$ cat src/common/sysctl_regs.svh
// register offsets, fields, reset values and timing counts for sysctl
`ifndef SYSCTL_REGS_SVH
`define SYSCTL_REGS_SVH
// register byte addresses
`define SYSCTL_CTRL_ADDR   8'h00
`define SYSCTL_INSTR_ADDR  8'h04
`define SYSCTL_PC_ADDR     8'h08
`define SYSCTL_SP_ADDR     8'h0c
`define SYSCTL_ACC_ADDR    8'h10
`define SYSCTL_STATUS_ADDR 8'h14
`define SYSCTL_WAKE_ADDR   8'h18
// control field positions
`define SYSCTL_CTRL_FLAGS_LSB 0
`define SYSCTL_CTRL_ISR_BIT   4
// status field positions
`define SYSCTL_ST_GIE_BIT     0
`define SYSCTL_ST_BUSY_BIT    1
`define SYSCTL_ST_CPUHLT_BIT  2
`define SYSCTL_ST_SYSHLT_BIT  3
`define SYSCTL_ST_RESET_BIT   4
`define SYSCTL_ST_WDCLR_BIT   5
// reset values
`define SYSCTL_PC_RST    11'h000
`define SYSCTL_SP_RST    8'h00
`define SYSCTL_ACC_RST   8'h00
`define SYSCTL_FLAGS_RST 4'h0
// stack step and cycle counts
`define SYSCTL_SP_STEP   8'h02
`define SYSCTL_LONG_T    2'h2
`define SYSCTL_SHORT_T   2'h1
`endif

$ cat src/common/sysctl_pkg.sv
// types for the system control instruction executor
package sysctl_pkg;
  // opcodes of the system control group
  typedef enum logic [3:0] {
    SYSCTL_OP_NOP, SYSCTL_OP_CALL, SYSCTL_OP_GOTO, SYSCTL_OP_RETI_IMM,
    SYSCTL_OP_RET, SYSCTL_OP_RETI, SYSCTL_OP_PCADD, SYSCTL_OP_ENGINT,
    SYSCTL_OP_DISGINT, SYSCTL_OP_STOPSYS, SYSCTL_OP_STOPEXE,
    SYSCTL_OP_RESET, SYSCTL_OP_WDRESET, SYSCTL_OP_ISR
  } sysctl_op_t;
  // execution sequencer states
  typedef enum logic [1:0] {
    SYSCTL_IDLE, SYSCTL_EXEC, SYSCTL_HALT
  } sysctl_state_t;
endpackage : sysctl_pkg

$ cat src/rtl/sysctl_exec.sv
// system control instruction executor with a wishbone register port
//
// Implementation choices: register access over Wishbone and the register offsets.
`timescale 1ns/10ps
`default_nettype none
`include "sysctl_regs.svh"

module sysctl_exec
  import sysctl_pkg::*;
#(
  parameter int PC_W    = 11,
  parameter int STACK_N = 16
) (
  // clock and reset
  input  wire logic        sys_clk_i,
  input  wire logic        rstn_i,
  // wishbone slave
  input  wire logic        wb_cyc_i,
  input  wire logic        wb_stb_i,
  input  wire logic        wb_we_i,
  input  wire logic [7:0]  wb_adr_i,
  input  wire logic [3:0]  wb_sel_i,
  input  wire logic [31:0] wb_dat_i,
  output logic      [31:0] wb_dat_o,
  output logic             wb_ack_o,
  // wake-up pin
  input  wire logic        wake_i,
  // system effects
  output logic             gie_o,
  output logic             core_clk_en_o,
  output logic             osc_en_o,
  output logic             chip_reset_o,
  output logic             wdt_clear_o,
  output logic      [3:0]  flags_o
);

  // wishbone request decode
  logic wb_req;
  logic wb_wr;
  assign wb_req = wb_cyc_i & wb_stb_i & ~wb_ack_o;
  assign wb_wr  = wb_req & wb_we_i;

  // wake pin synchroniser
  logic wake_s1_q;
  logic wake_s2_q;
  always_ff @(posedge sys_clk_i or negedge rstn_i) begin
    if (!rstn_i) begin
      wake_s1_q <= 1'b0;
      wake_s2_q <= 1'b0;
    end else begin
      wake_s1_q <= wake_i;
      wake_s2_q <= wake_s1_q;
    end
  end

  // architectural state
  logic [PC_W-1:0] pc_q;
  logic [7:0]      sp_q;
  logic [7:0]      acc_q;
  logic [3:0]      flags_q;
  logic            gie_q;
  logic [PC_W-1:0] stack_q [STACK_N];
  logic [PC_W-1:0] target_q;
  sysctl_op_t      op_q;
  sysctl_state_t   state_q;
  logic [1:0]      cyc_q;
  logic            sys_halt_q;
  logic            cpu_halt_q;
  logic            chip_rst_q;
  logic            wd_clr_q;
  logic            core_en_q;
  logic            osc_en_q;

  // instruction issue: a write to the instruction register starts one
  logic            issue;
  sysctl_op_t      issue_op;
  assign issue    = wb_wr && wb_adr_i == `SYSCTL_INSTR_ADDR
                    && state_q == SYSCTL_IDLE && wb_sel_i[0];
  assign issue_op = sysctl_op_t'(wb_dat_i[3:0]);

  // stack index from the pointer (two bytes per slot)
  localparam int IDX_W = $clog2(STACK_N);
  logic [7:0]      sp_dn;
  logic [IDX_W-1:0] push_idx;
  logic [IDX_W-1:0] pop_idx;
  assign sp_dn    = sp_q - `SYSCTL_SP_STEP;
  assign push_idx = sp_q[IDX_W:1];
  assign pop_idx  = sp_dn[IDX_W:1];

  // sequencer: two cycles for flow change except isr, one otherwise, halt waits wake
  always_ff @(posedge sys_clk_i or negedge rstn_i) begin
    if (!rstn_i) begin
      state_q <= SYSCTL_IDLE;
      cyc_q   <= 2'h0;
      op_q    <= SYSCTL_OP_NOP;
    end else if (chip_rst_q) begin
      // software reset returns the sequencer to idle like a pin reset
      state_q <= SYSCTL_IDLE;
      cyc_q   <= 2'h0;
      op_q    <= SYSCTL_OP_NOP;
    end else begin
      unique case (state_q)
        SYSCTL_IDLE: begin
          if (issue) begin
            op_q    <= issue_op;
            state_q <= SYSCTL_EXEC;
            unique case (issue_op)
              SYSCTL_OP_CALL, SYSCTL_OP_GOTO, SYSCTL_OP_RET,
              SYSCTL_OP_RETI, SYSCTL_OP_RETI_IMM, SYSCTL_OP_PCADD:
                cyc_q <= `SYSCTL_LONG_T;
              default:
                cyc_q <= `SYSCTL_SHORT_T;
            endcase
          end
        end
        SYSCTL_EXEC: begin
          cyc_q <= cyc_q - 2'h1;
          if (cyc_q == 2'h1) begin
            if (op_q == SYSCTL_OP_STOPSYS || op_q == SYSCTL_OP_STOPEXE) begin
              state_q <= SYSCTL_HALT;
            end else begin
              state_q <= SYSCTL_IDLE;
            end
          end
        end
        SYSCTL_HALT: begin
          if (wake_s2_q) begin
            state_q <= SYSCTL_IDLE;
          end
        end
        default: state_q <= SYSCTL_IDLE;
      endcase
    end
  end

  // final cycle of an instruction
  logic done;
  assign done = state_q == SYSCTL_EXEC && cyc_q == 2'h1;

  // program counter and stack pointer
  always_ff @(posedge sys_clk_i or negedge rstn_i) begin
    if (!rstn_i) begin
      pc_q <= `SYSCTL_PC_RST;
      sp_q <= `SYSCTL_SP_RST;
    end else if (chip_rst_q) begin
      // software reset restarts the program from the reset vector
      pc_q <= `SYSCTL_PC_RST;
      sp_q <= `SYSCTL_SP_RST;
    end else if (wb_wr && wb_adr_i == `SYSCTL_PC_ADDR
                 && state_q == SYSCTL_IDLE) begin
      pc_q <= wb_dat_i[PC_W-1:0];
    end else if (wb_wr && wb_adr_i == `SYSCTL_SP_ADDR
                 && state_q == SYSCTL_IDLE) begin
      sp_q <= wb_dat_i[7:0];
    end else if (done) begin
      unique case (op_q)
        SYSCTL_OP_CALL, SYSCTL_OP_ISR: begin
          pc_q <= target_q;
          sp_q <= sp_q + `SYSCTL_SP_STEP;
        end
        SYSCTL_OP_GOTO: pc_q <= target_q;
        SYSCTL_OP_RET, SYSCTL_OP_RETI, SYSCTL_OP_RETI_IMM: begin
          sp_q <= sp_dn;
          pc_q <= stack_q[pop_idx];
        end
        SYSCTL_OP_PCADD:
          pc_q <= pc_q + PC_W'(acc_q);
        default: pc_q <= pc_q + PC_W'(1);
      endcase
    end
  end

  // stack memory written on call and isr
  always_ff @(posedge sys_clk_i) begin
    if (done && (op_q == SYSCTL_OP_CALL || op_q == SYSCTL_OP_ISR)) begin
      stack_q[push_idx] <= pc_q + PC_W'(1);
    end
  end

  // jump target latched at issue
  always_ff @(posedge sys_clk_i or negedge rstn_i) begin
    if (!rstn_i) begin
      target_q <= '0;
    end else if (chip_rst_q) begin
      target_q <= '0;
    end else if (issue) begin
      target_q <= wb_dat_i[16 +: PC_W];
    end
  end

  // accumulator: host load or immediate of return-with-immediate
  always_ff @(posedge sys_clk_i or negedge rstn_i) begin
    if (!rstn_i) begin
      acc_q <= `SYSCTL_ACC_RST;
    end else if (chip_rst_q) begin
      acc_q <= `SYSCTL_ACC_RST;
    end else if (issue && issue_op == SYSCTL_OP_RETI_IMM) begin
      acc_q <= wb_dat_i[15:8];
    end else if (wb_wr && wb_adr_i == `SYSCTL_ACC_ADDR
                 && state_q == SYSCTL_IDLE) begin
      acc_q <= wb_dat_i[7:0];
    end
  end

  // alu flags: only the host writes them, of this group only reset clears them
  always_ff @(posedge sys_clk_i or negedge rstn_i) begin
    if (!rstn_i) begin
      flags_q <= `SYSCTL_FLAGS_RST;
    end else if (chip_rst_q) begin
      // the RESET instruction clears them; no other instruction of the group touches them
      flags_q <= `SYSCTL_FLAGS_RST;
    end else if (wb_wr && wb_adr_i == `SYSCTL_CTRL_ADDR) begin
      flags_q <= wb_dat_i[`SYSCTL_CTRL_FLAGS_LSB +: 4];
    end
  end

  // global interrupt enable
  always_ff @(posedge sys_clk_i or negedge rstn_i) begin
    if (!rstn_i) begin
      gie_q <= 1'b0;
    end else if (chip_rst_q) begin
      gie_q <= 1'b0;
    end else if (done) begin
      unique case (op_q)
        SYSCTL_OP_ENGINT:  gie_q <= 1'b1;
        SYSCTL_OP_DISGINT: gie_q <= 1'b0;
        SYSCTL_OP_RETI:    gie_q <= 1'b1;
        SYSCTL_OP_ISR:     gie_q <= 1'b0;
        default:           gie_q <= gie_q;
      endcase
    end
  end

  // halt, reset and watchdog effects
  always_ff @(posedge sys_clk_i or negedge rstn_i) begin
    if (!rstn_i) begin
      sys_halt_q <= 1'b0;
      cpu_halt_q <= 1'b0;
      chip_rst_q <= 1'b0;
      wd_clr_q   <= 1'b0;
      core_en_q  <= 1'b1;
      osc_en_q   <= 1'b1;
    end else begin
      chip_rst_q <= done && op_q == SYSCTL_OP_RESET;
      wd_clr_q   <= done && op_q == SYSCTL_OP_WDRESET;
      if (state_q == SYSCTL_HALT && wake_s2_q) begin
        sys_halt_q <= 1'b0;
        cpu_halt_q <= 1'b0;
        core_en_q  <= 1'b1;
        osc_en_q   <= 1'b1;
      end else if (done && op_q == SYSCTL_OP_STOPSYS) begin
        sys_halt_q <= 1'b1;
        core_en_q  <= 1'b0;
        osc_en_q   <= 1'b0;
      end else if (done && op_q == SYSCTL_OP_STOPEXE) begin
        cpu_halt_q <= 1'b1;
        core_en_q  <= 1'b0;
      end
    end
  end

  // outputs straight from flip-flops
  assign gie_o         = gie_q;
  // clock enables have their own flops so no gate sits on the enable path
  assign core_clk_en_o = core_en_q;
  assign osc_en_o      = osc_en_q;
  assign chip_reset_o  = chip_rst_q;
  assign wdt_clear_o   = wd_clr_q;
  assign flags_o       = flags_q;

  // wishbone read data and single-cycle ack
  always_ff @(posedge sys_clk_i or negedge rstn_i) begin
    if (!rstn_i) begin
      wb_ack_o <= 1'b0;
      wb_dat_o <= 32'h0;
    end else begin
      wb_ack_o <= wb_req;
      wb_dat_o <= 32'h0;
      if (wb_req && !wb_we_i) begin
        unique case (wb_adr_i)
          `SYSCTL_CTRL_ADDR:  wb_dat_o <= {28'h0, flags_q};
          `SYSCTL_INSTR_ADDR: wb_dat_o <= {28'h0, op_q};
          `SYSCTL_PC_ADDR:    wb_dat_o <= 32'(pc_q);
          `SYSCTL_SP_ADDR:    wb_dat_o <= {24'h0, sp_q};
          `SYSCTL_ACC_ADDR:   wb_dat_o <= {24'h0, acc_q};
          `SYSCTL_STATUS_ADDR:
            wb_dat_o <= {26'h0, wd_clr_q, chip_rst_q, sys_halt_q,
                         cpu_halt_q, state_q != SYSCTL_IDLE, gie_q};
          default:            wb_dat_o <= 32'h0;
        endcase
      end
    end
  end

endmodule : sysctl_exec
`default_nettype wire

$ cat config.mk
export PLATFORM = sky130hd
export DESIGN_NAME = sysctl_exec
export DESIGN_NICKNAME = d
export VERILOG_FILES = /design/src/common/sysctl_pkg.sv /design/src/rtl/sysctl_exec.sv
export VERILOG_INCLUDE_DIRS = /design/src /design/src/common
export SDC_FILE = /design/constraint.sdc
export NUM_CORES = 1
export LEC_CHECK = 0
export BUFFER_PORTS_ARGS = -buffer_cell sky130_fd_sc_hd__clkbuf_2
export CAP_MARGIN = 30
export CELL_PAD_IN_SITES_DETAIL_PLACEMENT = 1
export CELL_PAD_IN_SITES_GLOBAL_PLACEMENT = 1
export CORE_MARGIN = 2
export CORE_UTILIZATION = 29
export CTS_CLUSTER_SIZE = 24
export DETAILED_ROUTE_END_ITERATION = 10
export PLACE_DENSITY_LB_ADDON = 0.15
export SLEW_MARGIN = 0
export SYNTH_ARGS = -nofsm -noshare
export SYNTH_HDL_FRONTEND = slang
export SYNTH_SLANG_ARGS = --single-unit
$ cat constraint.sdc
create_clock -name sys_clk_i -period 4.9 [get_ports sys_clk_i]
set_input_delay 0.98 -clock sys_clk_i [delete_from_list [all_inputs] [get_ports sys_clk_i]]
set_output_delay 0.98 -clock sys_clk_i [all_outputs]
set_load 0.01 [all_outputs]
==> impl_metrics.json <==
{
  "worst_pin_slew_ns": 0.9558,
  "period_needed_ns": 3.434,
  "ys.flop_type": "edfxtp_1",
  "synthArstFlopShare_pct": 28.74,
  "io_pins": 92,
  "endpoint_kind": "flop",
  "ant_nets": 0,
  "row_count": 72,
  "crit_fanout": 25,
  "status": "finished, final reports clean",
  "cts-buffers-inserted": 28,
  "floorplan.initialDensity_pct": 29.55,
  "grt_pass1_vias": 7702,
  "synth_warnings": 0,
  "die_w_um": 203.1,
  "ys_types": 69,
  "dr.pass1.iters": 4,
  "grt_pass1_wl_mm": 50.89,
  "postCtsHoldBufs": 0,
  "arrival_ns": 3.86,
  "r2r_slack_ns": 1.47,
  "wl_mm": 33.69,
  "relSlewSlack_pct": 35.97,
  "r2r-end": "pc_q[10]",
  "crit_path_start_kind": "flop",
  "n_antenna_cell": 0,
  "finalHoldViolCount": 0,
  "drcViolationCount": 0,
  "hp-class": "in2async",
  "drive_above_1_share_pct": 22.33,
  "core-area_mm2": 0.03892,
  "grt_antenna_before_repair": 0,
  "setup_ws_ns": 1.466,
  "clock_sinks": 247,
  "clock.fmax_mhz": 291.2,
  "setup-tns-final_ns": 0,
  "cts_resized": 0,
  "cts_max_level": 1,
  "required_ns": 5.33,
  "cts_tree": "yes",
  "postSynthCellCount": 854,
  "reg2reg_from": "sp_q[1]",
  "peakVddDrop_v": 0.0002859,
  "yosys_register_bits": 247,
  "drt-initial-drc-count": 357,
  "ff2ff_path_depth": 9,
  "ys_seq_area_share_pct": 61.43,
  "cts_setup_buffers": 0,
  "wl_per_cell_um": 23.03,
  "multi_input_area_mm2": 0.004169,
  "finalCritPeriodShare_pct": 70.08,
  "clock_latency_ns": 0.56,
  "setup_viol": 0,
  "die_y_um": 203.1,
  "io_buffer_count": 62,
  "syn_avg_cell_area_um2": 13.47,
  "netlist_area_mm2": 0.01150,
  "grt_max_degree": 59,
  "p_leak_nw": 4.973,
  "register_area_mm2": 0.007069,
  "nets": 990,
  "gp_congestion": 0.7900,
  "num_vias": 7233,
  "max-cap-violations": 0,
  "skew_ns": 0.01075,
  "avgViaCountPerCell": 4.944,
  "track_usage_pct": 16.51,
  "cts_root_buf": "clkbuf_16",
  "grt_overflow_total": 0,
  "worstSetupPathType": "reg2reg",
  "finalPower_mw": 4.406,
  "rsz0062_at_grt": "no",
  "cts_max_path_buffers": 3,
  "dp_slack_ns": 0.9325,
  "syn_to_final_growth_pct": 16.31,
  "powerDensity_mw_per_mm2": 329.4,
  "dp_hpwl_mm": 23.28,
  "slew_violations": 0,
  "clkTransAtPathRegs_ns": 0.06,
  "fillCellCount": 4148,
  "die-area_mm2": 0.04126,
  "synth-edff-count": 176
}
-- synthesized netlist by cell type (all sizes together) (4+ instances only) --
cell type / number / area share (%)
a21oi: 62 / 2.7
nand4: 5 / 0.40
and2: 8 / 0.44
xnor2: 17 / 1.3
a22oi: 6 / 0.39
xor2: 7 / 0.53
mux4: 49 / 9.6
nand3: 23 / 1.0
dfrtp: 69 / 15
a21o: 5 / 0.33
a211oi: 13 / 0.89
o211ai: 4 / 0.26
nor2: 58 / 1.9
inv: 14 / 0.46
nor3: 18 / 0.88
o22ai: 10 / 0.54
o21ai: 30 / 1.3
nand2: 79 / 2.6
mux2: 4 / 0.39
nor2b: 5 / 0.27
edfxtp: 176 / 46
ha: 14 / 1.5
and3: 13 / 0.71
clkbuf: 41 / 1.3
a31oi: 4 / 0.22
buf: 31 / 1.8
nand3b: 4 / 0.26
nand2b: 6 / 0.33
maj3: 4 / 0.35
mux2i: 24 / 2.1
-- placed cells by master (no fill, tap or decap), drive strengths merged, types with 8 or more instances in the layout --
| cell | netlist | final |
|---|---|---|
| nand3 | 23 | 23 |
| nor3 | 18 | 18 |
| mux2i | 24 | 24 |
| a211oi | 13 | 13 |
| nor2 | 58 | 58 |
| o21ai | 30 | 30 |
| mux4 | 49 | 49 |
| conb | 1 | 21 |
| o22ai | 10 | 10 |
| a21oi | 62 | 62 |
| xnor2 | 17 | 17 |
| clkbuf | 41 | 95 |
| clkinv | 0 | 14 |
| inv | 14 | 14 |
| edfxtp | 176 | 176 |
| nand2 | 79 | 79 |
| and3 | 13 | 13 |
| ha | 14 | 14 |
| buf | 31 | 32 |
| dfrtp | 69 | 69 |
| and2 | 8 | 8 |
-- worst max-delay path by stage --
stage,startpoint,endpoint,slack (ns),cells past startpoint
detailed placement,wb_adr_i[1],acc_q[0],0.93,8
floorplan,sp_q[1],pc_q[5],1.15,13
global route,sp_q[1],pc_q[10],1.25,9
finish,sp_q[1],pc_q[10],1.47,9
CTS,sp_q[1],pc_q[10],1.39,9
global placement,wb_adr_i[1],acc_q[1],0.97,8
-- registers in the layout, summed over array words and instances, names as in the netlist, 2 cells and up --
name,cells
acc_q,8
cyc_q,2
flags_o,4
op_q,4
pc_q,11
sp_q,8
stack_q,176
state_q,2
target_q,11
wb_dat_o,11
-- per-stage QoR --
stage	utilization (%)	hold slack [ns]	cell area, um2	std cells
floorplan	-	0.3312	11570	874
global placement	32.05	0.3374	12470	1410
detailed placement	32.14	0.3371	12510	1412
CTS	34.34	0.2700	13360	1462
global route	34.37	0.2851	13380	1463
finish	34.37	0.2831	13380	1463
-- cell families (layout without fill, tap and decap cells) --
logic type                 Yosys count  after routing  synth area share (%)
and+or+nand+nor                    240            240                 10.43
AOI/OAI and AO/OA                  160            160                 8.552
buffers and inverters               86            157                 3.601
adders and majority gates           19             19                 2.046
other                                1             21               0.03261
xor gates and xnor gates            24             24                 1.828
muxes                               77             77                 12.08
DFF                                247            247                 61.43
-- layout make-up --
type                    count  share of cell area, %
clock inverters            16                 0.9822
repair buffers             93                  4.350
flip-flops and latches    247                  52.85
well taps                 518                  4.846
inverters                  14                 0.3929
multi-input cells         541                  31.17
clock buffers              34                  5.407
-- power breakdown --
part	internal (mW)	switching [mW]	total, mW	leakage [nW]
logic	0.0629	0.106	0.169	1.98
registers	2.24	0.0169	2.26	2.58
clock network	1.10	0.872	1.98	0.413
total	3.41	0.995	4.41	4.97
-- per-layer routing --
| layer | track usage [%] | routed length, um | up-vias |
|---|---|---|---|
| li1 | - | - | 3344 |
| met1 | 21.96 | 15060 | 3716 |
| met2 | 27.89 | 16250 | 127 |
| met3 | 2.397 | 1268 | 46 |
| met4 | 5.188 | 1105 | 0 |
| met5 | 0 | 0 | - |
-- critical path, cell delays in order (launching register included) --
cell,delay [ns]
dfrtp_4,0.74
inv_1,0.20
ha_2,0.58
buf_4,0.29
mux4_2,0.33
mux4_2,0.53
a21oi_1,0.19
nor3_1,0.08
o32ai_1,0.21
a31oi_1,0.13
(Power assumes the default switching activity.)
